### config.mk
export PLATFORM = sky130hd
export DESIGN_NAME = dipg_core
export DESIGN_NICKNAME = d
export VERILOG_FILES = /design/src/hw/dipg_pkg.sv /design/src/hw/dipg_pin_filter.sv /design/src/hw/dipg_core.sv
export SDC_FILE = /design/constraint.sdc
export NUM_CORES = 1
export LEC_CHECK = 0
export BUFFER_PORTS_ARGS = -buffer_cell sky130_fd_sc_hd__buf_2
export CAP_MARGIN = 25
export CORE_MARGIN = 2
export CORE_UTILIZATION = 50
export DETAILED_ROUTE_END_ITERATION = 7
export GPL_TIMING_DRIVEN = 0
export HOLD_SLACK_MARGIN = 0.02
export PLACE_DENSITY_LB_ADDON = 0.05
export SLEW_MARGIN = 10
export SYNTH_ARGS = -nofsm -noshare
export SYNTH_HDL_FRONTEND = slang
export SYNTH_SLANG_ARGS = --single-unit
### constraint.sdc
create_clock -name clk_sys -period 4.5 [get_ports clk_sys]
set_clock_uncertainty 0.15 [all_clocks]
set_input_delay 0.9 -clock clk_sys [delete_from_list [all_inputs] [get_ports clk_sys]]
set_output_delay 0.9 -clock clk_sys [all_outputs]
set_load 0.01 [all_outputs]
### src/hw/dipg_pkg.sv
// Package for the diagnostic interrupt pulse generator: timing and reset constants
package dipg_pkg;

  // Clock rate of clk_sys in Hz
  localparam int unsigned DIPG_CLK_HZ         = 10_000_000;
  // Least pulse width, in microseconds (30 ms)
  localparam int unsigned DIPG_PULSE_MIN_US   = 30_000;
  // Least pulse width in cycles, never below 1
  localparam int unsigned DIPG_PULSE_CYC      =
    (DIPG_PULSE_MIN_US * (DIPG_CLK_HZ / 1_000_000) + 0) > 0 ?
    DIPG_PULSE_MIN_US * (DIPG_CLK_HZ / 1_000_000) : 1;
  // Debounce time for the front-panel button, in microseconds
  localparam int unsigned DIPG_DEBOUNCE_US    = 10_000;
  // Debounce time in cycles, microseconds times whole MHz
  localparam int unsigned DIPG_DEBOUNCE_CYC   =
    DIPG_DEBOUNCE_US * (DIPG_CLK_HZ / 1_000_000);
  // Width of the pulse counter
  localparam int unsigned DIPG_CNT_W          = 20;
  // Reset value of the pulse counter
  localparam logic [19:0] DIPG_CNT_RST        = 20'h00000;
  // Reset value of the synchroniser chain
  localparam logic [2:0]  DIPG_SYNC_RST       = 3'h0;

  // Generator states
  typedef enum logic [1:0] {
    DIPG_ARMED,
    DIPG_PULSE,
    DIPG_LOCKED
  } dipg_state_t;

endpackage : dipg_pkg

### src/hw/dipg_pin_filter.sv
// Three-stage synchroniser and debounce filter for one pin input
`timescale 1ns/1ps
`default_nettype none
module dipg_pin_filter
  import dipg_pkg::*;
#(
  parameter int unsigned STABLE_CYC = DIPG_DEBOUNCE_CYC,
  parameter int unsigned CNT_W      = 20
) (
  // Clock and reset
  input  wire logic clk_sys,
  input  wire logic resetn,
  // Raw pin and filtered level
  input  wire logic pin_in,
  output logic      level_out
);

  // Refuse a stability window the counter cannot hold
  if (STABLE_CYC < 1 || STABLE_CYC >= (64'd1 << CNT_W)) begin : g_chk
    $error("dipg_pin_filter: STABLE_CYC out of range");
  end

  logic [2:0]       sync_ff;     // Synchroniser chain, bit 0 first
  logic [CNT_W-1:0] stable_ff;   // Cycles the synced level has held
  logic             level_ff;    // Accepted level
  logic [CNT_W-1:0] nxt_stable;  // Next stability count
  logic             nxt_level;   // Next accepted level
  wire              agree;       // Second and third stage agree
  wire              differs;     // Agreed value differs from accepted level

  // Only stages two and three are compared; stage one feeds stage two only
  assign agree   = (sync_ff[1] == sync_ff[2]);
  assign differs = agree && (sync_ff[2] != level_ff);

  // Count how long a new level has stood before taking it
  assign nxt_stable = differs ? stable_ff + 1'b1 : '0;
  assign nxt_level  = (differs && (stable_ff == CNT_W'(STABLE_CYC - 1))) ? sync_ff[2]
                                                                          : level_ff;

  // Synchroniser shift
  always_ff @(posedge clk_sys or negedge resetn) begin
    if (!resetn) begin
      sync_ff <= DIPG_SYNC_RST;
    end else begin
      sync_ff <= {sync_ff[1:0], pin_in};
    end
  end

  // Debounce state; the count restarts on any bounce
  always_ff @(posedge clk_sys or negedge resetn) begin
    if (!resetn) begin
      stable_ff <= '0;
      level_ff  <= 1'b0;
    end else begin
      stable_ff <= (nxt_level != level_ff) ? '0 : nxt_stable;
      level_ff  <= nxt_level;
    end
  end

  assign level_out = level_ff;

endmodule // dipg_pin_filter
`default_nettype wire

### src/hw/dipg_core.sv
// Diagnostic interrupt pulse generator: trigger merge, one-shot and pulse timer
`timescale 1ns/1ps
`default_nettype none
// Contract
// - Hold pulse asserted at least 30 ms
// - One pulse only until host reset/power-down
// - Chassis-control request triggers the pulse
// - Chassis-control trigger logs no event
// - Button press triggers the pulse
// - Button trigger alone raises sensor log event
// - Watchdog pre-timeout triggers only when enabled
module dipg_core
  import dipg_pkg::*;
#(
  parameter int unsigned PULSE_CYC    = DIPG_PULSE_CYC,
  parameter int unsigned DEBOUNCE_CYC = DIPG_DEBOUNCE_CYC
) (
  // Clock and reset
  input  wire logic clk_sys,
  input  wire logic resetn,
  // Host re-arm conditions, synchronous levels
  input  wire logic host_reset,
  input  wire logic host_power_down,
  // Chassis-control request from mgmt_controller logic, one-cycle pulse
  input  wire logic chassis_diag_req,
  // Front-panel button pin, active low, asynchronous
  input  wire logic fp_diag_btn_n,
  // Watchdog pre-timeout expiry pulse and action select
  input  wire logic wdt_pretimeout,
  input  wire logic wdt_action_diag,
  // Diagnostic interrupt toward host, active high
  output logic      diag_nmi,
  // Front-panel sensor log event, one-cycle pulse
  output logic      fp_sensor_event,
  // Generator state for status
  output logic      pulse_locked
);

  // Refuse widths the counter cannot hold
  if (PULSE_CYC < 1 || PULSE_CYC >= (64'd1 << DIPG_CNT_W)) begin : g_chk
    $error("dipg_core: PULSE_CYC out of range");
  end

  dipg_state_t           state_ff;      // Generator state
  dipg_state_t           nxt_state;     // Next generator state
  logic [DIPG_CNT_W-1:0] cnt_ff;        // Cycles the pulse has stood
  logic [DIPG_CNT_W-1:0] nxt_cnt;       // Next pulse count
  logic                  btn_level;     // Debounced button, high when pressed
  logic                  btn_prev_ff;   // Last debounced level, for edge detect
  logic                  nmi_ff;        // Registered interrupt output
  logic                  evt_ff;        // Registered log event
  wire                   btn_press;     // Button press edge
  wire                   wdt_trig;      // Watchdog trigger when enabled
  wire                   any_trig;      // Merged trigger
  wire                   rearm;         // Host reset or power-down
  wire                   pulse_done;    // Minimum width reached
  wire                   fire;          // Trigger taken this cycle

  // Button filter; pin is low when pressed
  dipg_pin_filter #(
    .STABLE_CYC (DEBOUNCE_CYC),
    .CNT_W      (DIPG_CNT_W)
  ) u_btn_filter (
    .clk_sys   (clk_sys),
    .resetn    (resetn),
    .pin_in    (~fp_diag_btn_n),
    .level_out (btn_level)
  );

  // Trigger decode
  assign btn_press  = btn_level && !btn_prev_ff;
  assign wdt_trig   = wdt_pretimeout && wdt_action_diag;
  assign any_trig   = chassis_diag_req || btn_press || wdt_trig;
  assign rearm      = host_reset || host_power_down;
  assign pulse_done = (cnt_ff == DIPG_CNT_W'(PULSE_CYC - 1));
  // Only an armed generator takes a trigger
  assign fire       = (state_ff == DIPG_ARMED) && any_trig && !rearm;

  // Next state: armed, pulsing, then locked until re-arm
  always_comb begin
    nxt_state = state_ff;
    nxt_cnt   = cnt_ff;
    unique case (state_ff)
      DIPG_ARMED: begin
        // Overlapping triggers merge into one start
        if (fire) begin
          nxt_state = DIPG_PULSE;
          nxt_cnt   = '0;
        end
      end
      DIPG_PULSE: begin
        // Width is finished even if reset arrives, so the host sees 30 ms
        if (pulse_done) begin
          nxt_state = rearm ? DIPG_ARMED : DIPG_LOCKED;
        end else begin
          nxt_cnt = cnt_ff + 1'b1;
        end
      end
      DIPG_LOCKED: begin
        // Triggers ignored until the host restarts
        if (rearm) begin
          nxt_state = DIPG_ARMED;
        end
      end
      // Unused fourth code: fall back to armed rather than stick
      default: begin
        nxt_state = DIPG_ARMED;
        nxt_cnt   = '0;
      end
    endcase
  end

  // State and counter
  always_ff @(posedge clk_sys or negedge resetn) begin
    if (!resetn) begin
      state_ff <= DIPG_ARMED;
      cnt_ff   <= DIPG_CNT_RST;
    end else begin
      state_ff <= nxt_state;
      cnt_ff   <= nxt_cnt;
    end
  end

  // Registered outputs and edge history
  always_ff @(posedge clk_sys or negedge resetn) begin
    if (!resetn) begin
      btn_prev_ff <= 1'b0;
      nmi_ff      <= 1'b0;
      evt_ff      <= 1'b0;
    end else begin
      btn_prev_ff <= btn_level;
      nmi_ff      <= (nxt_state == DIPG_PULSE);
      // Log only when the button caused a taken pulse; chassis and watchdog stay silent
      evt_ff      <= fire && btn_press;
    end
  end

  assign diag_nmi        = nmi_ff;
  assign fp_sensor_event = evt_ff;
  assign pulse_locked    = (state_ff == DIPG_LOCKED);

endmodule // dipg_core
`default_nettype wire

Yosys cells after proc, flatten, opt, wreduce, memory -nomap -nowiden
Index checks and enable logic that the tools add are counted.
{ "totals": {"ff_bits": 49, "out_inout_bits": 3, "word_cells": 47} }
{ "classes": {"addsub": 2, "n_eq_ne": 10, "muxes": 11, "bitwise_logic": 2, "reduce_logical": 14} }
{ "ops": {"columns": ["op", "count"], "rows": [
  ["2-to-1 mux 20 bit", 4],
  ["one-hot mux 20 bit (3 select lines)", 1],
  ["adder 20 x 1 -> 20 bit, second input constant", 2],
  ["== test 20 x 17 -> 1 bit, second input constant", 1],
  ["== test 20 x 19 -> 1 bit, second input constant", 1],
  ["2-to-1 mux 2 bit", 4],
  ["logical AND 1 bit", 7],
  ["one-hot mux 2 bit (3 select lines)", 1],
  ["== test 2 x 1 -> 1 bit, second input constant", 2],
  ["inequality test 2 bit, second input constant", 2],
  ["logical OR 1 bit", 3],
  ["AND reduction 3 bit", 1],
  ["== test 2 bit, second input constant", 1],
  ["logical NOT 1 bit", 2],
  ["logical NOT 2 bit", 1],
  ["inequality test 1 bit", 2],
  ["NOT 1 bit", 2],
  ["== test 1 bit", 1],
  ["2-to-1 mux 1 bit", 1]
]} }

Longest topological paths before layout
Gate-level depths: netlist of the first run.
{ "depth": {"word_depth": 9, "mapped_depth": 8, "mapped_depth_nobuf": 6} }

Modules after synthesis
Synthesis of the first run repeated with hierarchy kept, for this count alone.
{ "hier_totals": {"hier_cells": 276, "hier_area_um2": 2730.1} }
{ "modules_own_cells": {"columns": ["module", "instances", "cells_per_inst", "area_per_inst_um2", "seq_area_each_um2"], "rows": [
  ["dipg_core", 1, 158, 1521.5, 625.6],
  ["dipg_pin_filter", 1, 118, 1208.7, 600.6]
]} }

Worst setup path before layout of the first run
No wires, ideal clock.
{ "synth_path": {"kind": "input -> register", "start": "in host_power_down", "end": "reg cnt_ff[19]", "arrival_time_ps": 2060, "required_ps": 4277, "slack_ps": 2217, "cell_stages": 5, "path_buffers": 0, "cell_sequence": "nor3_4 > a2bb2oi_4 > o31ai_4 > or4b_4 > a21oi_2"} }
{ "synth_between": {"elab_chain_len": 5} }
{ "synth_rtl": {"columns": ["element", "line_no", "rtl"], "rows": [
  ["start, declared", "dipg_core.sv:23", "input wire logic host_power_down,"],
  ["logical OR 1 bit", "dipg_core.sv:74", "assign rearm = host_reset || host_power_down;"],
  ["logical NOT 1 bit", "dipg_core.sv:77", "assign fire = (state_ff == DIPG_ARMED) && any_trig && !rearm;"],
  ["logical AND 1 bit", "dipg_core.sv:77", null],
  ["inequality test 2 bit (no source line)", null, null],
  ["AND reduction 3 bit (no source line)", null, null],
  ["end signal, assigned", "dipg_core.sv:120", "cnt_ff <= nxt_cnt;"],
  ["end, declared", "dipg_core.sv:46", "logic [DIPG_CNT_W-1:0] cnt_ff;"]
]} }
Every way passes these cells.
A chain may end at the register's enable or synchronous reset.

Worst setup path in the final report of the first run
{ "layout_path": {"start": "reg cnt_ff[0]", "end": "reg cnt_ff[9]"} }
{ "layout_between": {"elab_chain_len": 3, "elab_cells_between_ends": 6, "classes_between": "add/sub: 1; eq/ne: 2; mux: 2; reduce/logical: 1"} }
{ "layout_rtl": {"columns": ["element", "line_no"], "rows": [
  ["adder 20 x 1 -> 20 bit or == test 20 x 19 -> 1 bit (tied branches)", "dipg_core.sv:96, dipg_core.sv:75"],
  ["2-to-1 mux 20 bit or inequality test 2 bit (tied branches)", null],
  ["one-hot mux 20 bit (3 select lines) or AND reduction 3 bit (tied branches)", null]
]} }
Parallel ways exist; a longest one is shown, timed or not. The select of a mux whose other input is x is not followed.

==> out/results.ini, run 1 <==
[synthesis]
avgSynthCellArea_um2 = 9.71
synth_top_area_cell = dfrtp_1
synth_top_family_by_area = simple AND/OR/NAND/NOR gates
synth.area.mux_share_pct = 0.451
synth_seq_cells = 49
yosys-top-cells-area = dfrtp_1 (49%), nor2_1 (6.2%), xor2_1 (4.6%)
synth_compound_area_share_pct = 11.9
synth_fa_ha_area_share_pct = 1.00
synth_xor_area_share_pct = 8.07
synth.net_count = 267
yosys_warnings = 0
synthDistinctLibCells = 47
synth_area_mm2 = 0.00249
syn-instance-count = 257
seq_area_frac_synth_pct = 49.1
yosys.area_share.simple_pct = 26.7
yosysTopAreaCellShare_pct = 49.1

[placement]
portBuffers = 10
place_hpwl_um = 3490
gp_congestion = 0.865

[detailed_routing]
ant_nets = 0
drt-wirelength-per-cell_um = 14.1
drc_errors = 0
vias_per_cell = 5.50
routed_wl_um = 4850
drt_iter0_drc = 89
via_count = 1888
first_pass_iters = 4

[clocking]
root_buffer = clkbuf_8
clkTransAtPathRegs_ns = 0.10
post_cts_buffers = 0
cts_buffers = 5
clockBufferDepth = 2
tritoncts = yes
clk_latency_ns = 0.31
hold_buffers = 0
cts_resized = 0
cts_htree_levels = 2
cts_sinks = 49

[outcome]
status = finished, final reports clean

[floorplan]
core_mm2 = 0.00475
num_rows = 25
io_pins = 11
die-area_mm2 = 0.00557
fp.dieW_um = 74.6
start_util_pct = 52.5
dieHeight_um = 74.6

[sta]
rsz0062_at_grt = no
drv_slew = 0
maxSlewHeadroom_pct = 56.7
fmax_mhz = 409
tns_ns = 0
min_period_ns = 2.44
period_share_pct = 54.3
hold_viol = 0
worst_slew_pin_slew_ns = 0.650
setup_violations = 0

[setup_path]
cp.arrival_ns = 2.52
crit_buf_inv = 1
r2r_cells = 7
end_kind = flop
crit_start = cnt_ff[0]$_DFFE_PN0P_
cp-start-kind = flop
timing.rr.start = cnt_ff[0]$_DFFE_PN0P_
worstReg2RegEnd = cnt_ff[9]$_DFFE_PN0P_
cpPeakStageDelay_ns = 0.51
crit_cells = 7
cp.required_ns = 4.57
endpoint = cnt_ff[9]$_DFFE_PN0P_
path_delay_family = compound AO/OA/AOI/OAI gates
r2r_slack_ns = 2.06
worstPathMaxFanout = 10
slowest_stage = o31ai_4
crit_type = reg2reg
crit_chain = ha_1 -> nor4bb_1 -> nand3_1 -> o31ai_4 -> buf_6 -> o21ai_1 -> a21oi_1

[global_route]
grt_max_degree = 28
gr-total-overflow = 0
grt.total_usage_pct = 20.1
grt_pass1_vias = 1733
grt_pass1_wl_um = 8410
antenna_found_initial = 0

[min_path]
min_path_type = reg2reg

[finish]
n_fill_cell = 413
final_core_util_pct = 57.7
area_growth_pct = 9.93
drive_gt1_share_pct = 12.7
layout_common_cells = dfrtp_1 (49), nor2_1 (41), nand2_1 (24)
final_nets = 285
layout_commonest_cell = dfrtp_1
antenna_cells = 0

[pwr]
vdd_drop_max_mv = 0.202
leakagePower_nw = 1.12
power.density_mw_per_mm2 = 334

[job]
maxCapViolations = 0

## how the worst min path moves through the flow
| stage | from | endpoint | cells after the start |
|---|---|---|---|
| after global routing | u_btn_filter.sync_ff[0]$_DFF_PN0_ | u_btn_filter.sync_ff[1]$_DFF_PN0_ | 0 |
| after detailed placement | u_btn_filter.sync_ff[0]$_DFF_PN0_ | u_btn_filter.sync_ff[1]$_DFF_PN0_ | 0 |
| after floorplan | u_btn_filter.sync_ff[0]$_DFF_PN0_ | u_btn_filter.sync_ff[1]$_DFF_PN0_ | 0 |
| after global placement | u_btn_filter.sync_ff[0]$_DFF_PN0_ | u_btn_filter.sync_ff[1]$_DFF_PN0_ | 0 |
| final | u_btn_filter.sync_ff[0]$_DFF_PN0_ | u_btn_filter.sync_ff[1]$_DFF_PN0_ | 0 |
| after CTS | u_btn_filter.sync_ff[0]$_DFF_PN0_ | u_btn_filter.sync_ff[1]$_DFF_PN0_ | 0 |
## report_power, final
group          switching [W]  total, W  internal (W)
Combinational      0.0000641  0.000118     0.0000543
Sequential         0.0000504  0.000528      0.000478
Clock               0.000156  0.000269      0.000112
Total               0.000271  0.000915      0.000645
## sequential cells by signal, indices dropped and copies added (netlist names)
name,cells
cnt_ff,20
u_btn_filter.stable_ff,20
u_btn_filter.sync_ff,3
state_ff,2
btn_prev_ff,1
diag_nmi,1
fp_sensor_event,1
u_btn_filter.level_out,1
## logic make-up after synthesis
kind of cell | Yosys count
compound gates | 41
xor+xnor | 23
fa+ha+maj | 2
buf+inv | 11
flops | 49
mux | 1
simple gates | 130
## Yosys cell counts, drive strengths merged
| cell type | number |
|---|---|
| nand2 | 24 |
| or3 | 7 |
| or2 | 2 |
| or4 | 2 |
| nor2b | 2 |
| nor4b | 2 |
| nor4 | 4 |
| a311oi | 1 |
| o2bb2ai | 1 |
| o211ai | 1 |
| dfrtp | 49 |
| nand3 | 16 |
| a21oi | 14 |
| o41ai | 2 |
| nor3 | 9 |
| o21ai | 12 |
| o311ai | 1 |
| and4 | 4 |
| a31oi | 2 |
| xor2 | 13 |
| inv | 5 |
| or4b | 1 |
| xnor2 | 10 |
| nor2 | 41 |
| o31a | 1 |
| nand2b | 2 |
| a211oi | 1 |
| ha | 2 |
| a2bb2oi | 1 |
| nor4bb | 1 |
| o21bai | 1 |
| nor3b | 1 |
| a22o | 1 |
| nand4 | 10 |
| mux2 | 1 |
| o31ai | 1 |
| a22oi | 1 |
| buf | 6 |
| and3 | 2 |
## metrics by stage
stage                     area [um2]  total power [W]  setup slack (ns)  hold WS [ns]  cells
after floorplan                 2490         0.000609              2.22         0.181    257
after global placement          2630         0.000649              1.86         0.185    334
after detailed placement        2650         0.000655              1.87         0.192    335
after CTS                       2740         0.000923              2.08         0.216    343
after global routing            2740         0.000972              1.80         0.219    343
final                           2740         0.000915              2.06         0.214    343
## layer usage
| metal | GRT usage [%] | part of all wire (%) |
|---|---|---|
| met2 | 27.6 | 41 |
| met5 | 0 | 0 |
| met4 | 5.36 | 0.99 |
| met1 | 32.0 | 56 |
| met3 | 4.42 | 2.6 |
## cell type report
cell class	instances	area [um2]	share of cell area, %
multi-input combinational	197	1200	43.8
buffer	6	47.5	1.73
sequential	49	1230	44.7
clock inverter	3	25.0	0.912
tap	67	83.8	3.06
timing repair buffer	11	70.1	2.55
clock buffer	5	68.8	2.51
inverter	5	18.8	0.684
Power figures use the tool's default switching activity.
==> run 2, diff against run 1 <==
clock period = 2.4 ns   (was 4.5 ns; I/O delays follow)
==> run 2 against run 1 <==
- register-to-register slack lost 1.8 ns
- wire length grew 1.1%
- sequential cell count is the same
- combinational power grew 97%
- count of clock-buffer cells in the layout is the same
- die area is the same
- largest cell class unchanged
- highest routed layer unchanged
==> out/results.ini, run 2 (synthesis gave the netlist of run 1 again) <==
[outcome]
status = finished, final reports clean

[setup_path]
path_delay_family = compound AO/OA/AOI/OAI gates
crit_chain = or3_1 -> o21bai_1 -> o21ai_1 -> buf_2 -> nor2_1
slowest_stage = dfrtp_1
timing.rr.start = state_ff[0]$_DFF_PN0_
cp.required_ns = 2.43  ; -2.14 ns
crit_type = reg2reg
cp-start-kind = flop
cpPeakStageDelay_ns = 0.50  ; about the same
r2r_cells = 5  ; -2
crit_buf_inv = 1  ; unchanged
end_kind = flop
r2r_slack_ns = 0.21  ; -1.84 ns
worstReg2RegEnd = cnt_ff[10]$_DFFE_PN0P_
cp.arrival_ns = 2.22  ; -0.30 ns
worstPathMaxFanout = 10  ; unchanged

[global_route]
gr-total-overflow = 0  ; unchanged
antenna_found_initial = 0  ; unchanged
grt_pass1_vias = 1748  ; +0.87%
grt_busiest_layer = met1
grtUsageMet3_pct = 4.42  ; unchanged
grt.total_usage_pct = 20.2  ; +0.11 points
grt_pass1_wl_um = 8470  ; +0.65%
use_met2_pct = 27.9  ; +0.29 points
use_met1_pct = 32.1  ; +0.088 points
grt_max_degree = 28  ; unchanged

[placement]
gp_congestion = 0.865  ; unchanged
placed_cell_area_mm2 = 0.00265  ; unchanged
place_hpwl_um = 3490  ; unchanged
portBuffers = 10  ; unchanged

[finish]
layout_commonest_cell = dfrtp_1
final_nets = 291  ; +2.1%
antenna_cells = 0  ; unchanged
multi_input_area_mm2 = 0.00121  ; +0.83%
layout_common_cells = dfrtp_1 (47), nor2_1 (40), nand2_1 (24)
area_growth_pct = 12.3
drive_gt1_share_pct = 15.6  ; +2.9 points
seq_area_mm2 = 0.00123  ; +0.20%
reg.largest.list = cnt_ff x20, u_btn_filter.stable_ff x20, u_btn_filter.sync_ff x3
final_cell_area_mm2 = 0.00280  ; +2.2%
n_fill_cell = 407  ; -1.5%

[clocking]
cts_sinks = 49  ; unchanged
tritoncts = yes
clockBufferDepth = 2  ; unchanged
clkTransAtPathRegs_ns = 0.10  ; about the same
root_buffer = clkbuf_8
cts_buffers = 5  ; unchanged
clk_latency_ns = 0.31  ; about the same
cts_htree_levels = 2  ; unchanged

[min_path]
min_path_type = in2reg
whs_endpoint = u_btn_filter.sync_ff[0]$_DFF_PN0_
worstHoldStart = fp_diag_btn_n
hold_depth = 2  ; +2

[pwr]
switching_power_w = 0.000512  ; +89%
p_sw_share_pct = 29.6  ; about the same
leakagePower_nw = 1.14  ; +2.2%
pwr-share-comb_pct = 13.4  ; +0.5 points
power.density_mw_per_mm2 = 618  ; +85%
pwr-share-seq_pct = 57.4  ; -0.3 points
p_int_w = 0.00122  ; +89%
vdd_drop_max_mv = 0.384  ; +90%
p_clk_share_pct = 29.2  ; about the same

[floorplan]
fp.dieW_um = 74.6  ; unchanged
die-area_mm2 = 0.00557  ; unchanged
core_mm2 = 0.00475  ; unchanged
num_rows = 25  ; unchanged
dieHeight_um = 74.6  ; unchanged
io_pins = 11  ; unchanged
start_util_pct = 52.5  ; unchanged

[sta]
setup_violations = 0  ; unchanged
fmax_mhz = 458  ; +12%
period_share_pct = 91.1  ; +37 points
maxSlewHeadroom_pct = 53.7  ; -3.0 points
min_period_ns = 2.19  ; -0.260 ns
rsz0062_at_grt = no
hold_viol = 0  ; unchanged
worst_slew_pin_slew_ns = 0.694  ; +0.0445 ns
drv_slew = 0  ; unchanged
tns_ns = 0  ; unchanged

[detailed_routing]
drc_errors = 0  ; unchanged
drt-wirelength-per-cell_um = 14.1  ; -0.63%
vias_per_cell = 5.46  ; -0.78%
via_count = 1906  ; +0.95%
first_pass_iters = 4  ; unchanged
routed_wl_um = 4910  ; +1.1%
ant_nets = 0  ; unchanged
drt_iter0_drc = 83  ; -6.7%

[job]
maxCapViolations = 0  ; unchanged

run 2: cell types whose count changed in the layout (fill, tap and decap cells not counted), sizes merged:
cell and delta:
dlygate4sd3 +1, buf +5
run 2: cell type report:
type                            count  area share, %
Clock inverter                      3          0.893
Buffer                              6           1.70
Timing Repair Buffer               17           4.20
Clock buffer                        5           2.46
Sequential cell                    49           43.8
Tap cell                           67           2.99
Multi-Input combinational cell    197           43.3
Inverter                            5          0.670
run 2: timing repair:
item	4_1_cts	5_1_grt
buffers inserted	3	2
endpoints found under the hold margin	22	0
resized for setup	0	5
pin swaps	1	1
hold buffers	1	0
endpoints found under the setup margin	6	14
cloned	0	0
run 2: worst max path at each step:
stage          slack (ns)  cells after the start                  start                     end
4_1_cts              0.06                      6  cnt_ff[1]$_DFFE_PN0P_   cnt_ff[0]$_DFFE_PN0P_
6_report             0.21                      5  state_ff[0]$_DFF_PN0_  cnt_ff[10]$_DFFE_PN0P_
3_5_place_dp         0.01                      7  cnt_ff[0]$_DFFE_PN0P_  cnt_ff[13]$_DFFE_PN0P_
3_3_place_gp         0.04                      7  cnt_ff[0]$_DFFE_PN0P_  cnt_ff[19]$_DFFE_PN0P_
2_1_floorplan        0.46                      7  cnt_ff[0]$_DFFE_PN0P_  cnt_ff[19]$_DFFE_PN0P_
5_1_grt              0.07                      7  cnt_ff[1]$_DFFE_PN0P_   cnt_ff[9]$_DFFE_PN0P_
run 2: power by group through the flow:
stage,logic (W),clock network [W],registers (W)
global placement,0.000216,0,0.00100
CTS,0.000232,0.000518,0.000988
detailed placement,0.000224,0,0.00101
global route,0.000274,0.000554,0.00101
floorplan,0.000161,0,0.000981
finish,0.000233,0.000506,0.000994
run 2: through the flow:
step / instances / power (W) / utilization, % / hold slack, ns / setup slack [ns]
5_1_grt: 349 / 0.00184 / 58.9 / 0.147 / 0.0690
4_1_cts: 347 / 0.00174 / 58.4 / 0.156 / 0.0630
2_1_floorplan: 257 / 0.00114 / - / 0.0344 / 0.458
3_5_place_dp: 335 / 0.00123 / 55.7 / 0.192 / 0.0114
3_3_place_gp: 334 / 0.00122 / 55.3 / 0.185 / 0.0444
6_report: 349 / 0.00173 / 58.9 / 0.157 / 0.215
run 2: metal layers:
layer / vias up / share of wire (%)
li1: 974 / -
met4: 0 / 1.0
met3: 7 / 3.0
met1: 890 / 55
met2: 35 / 41
met5: - / 0
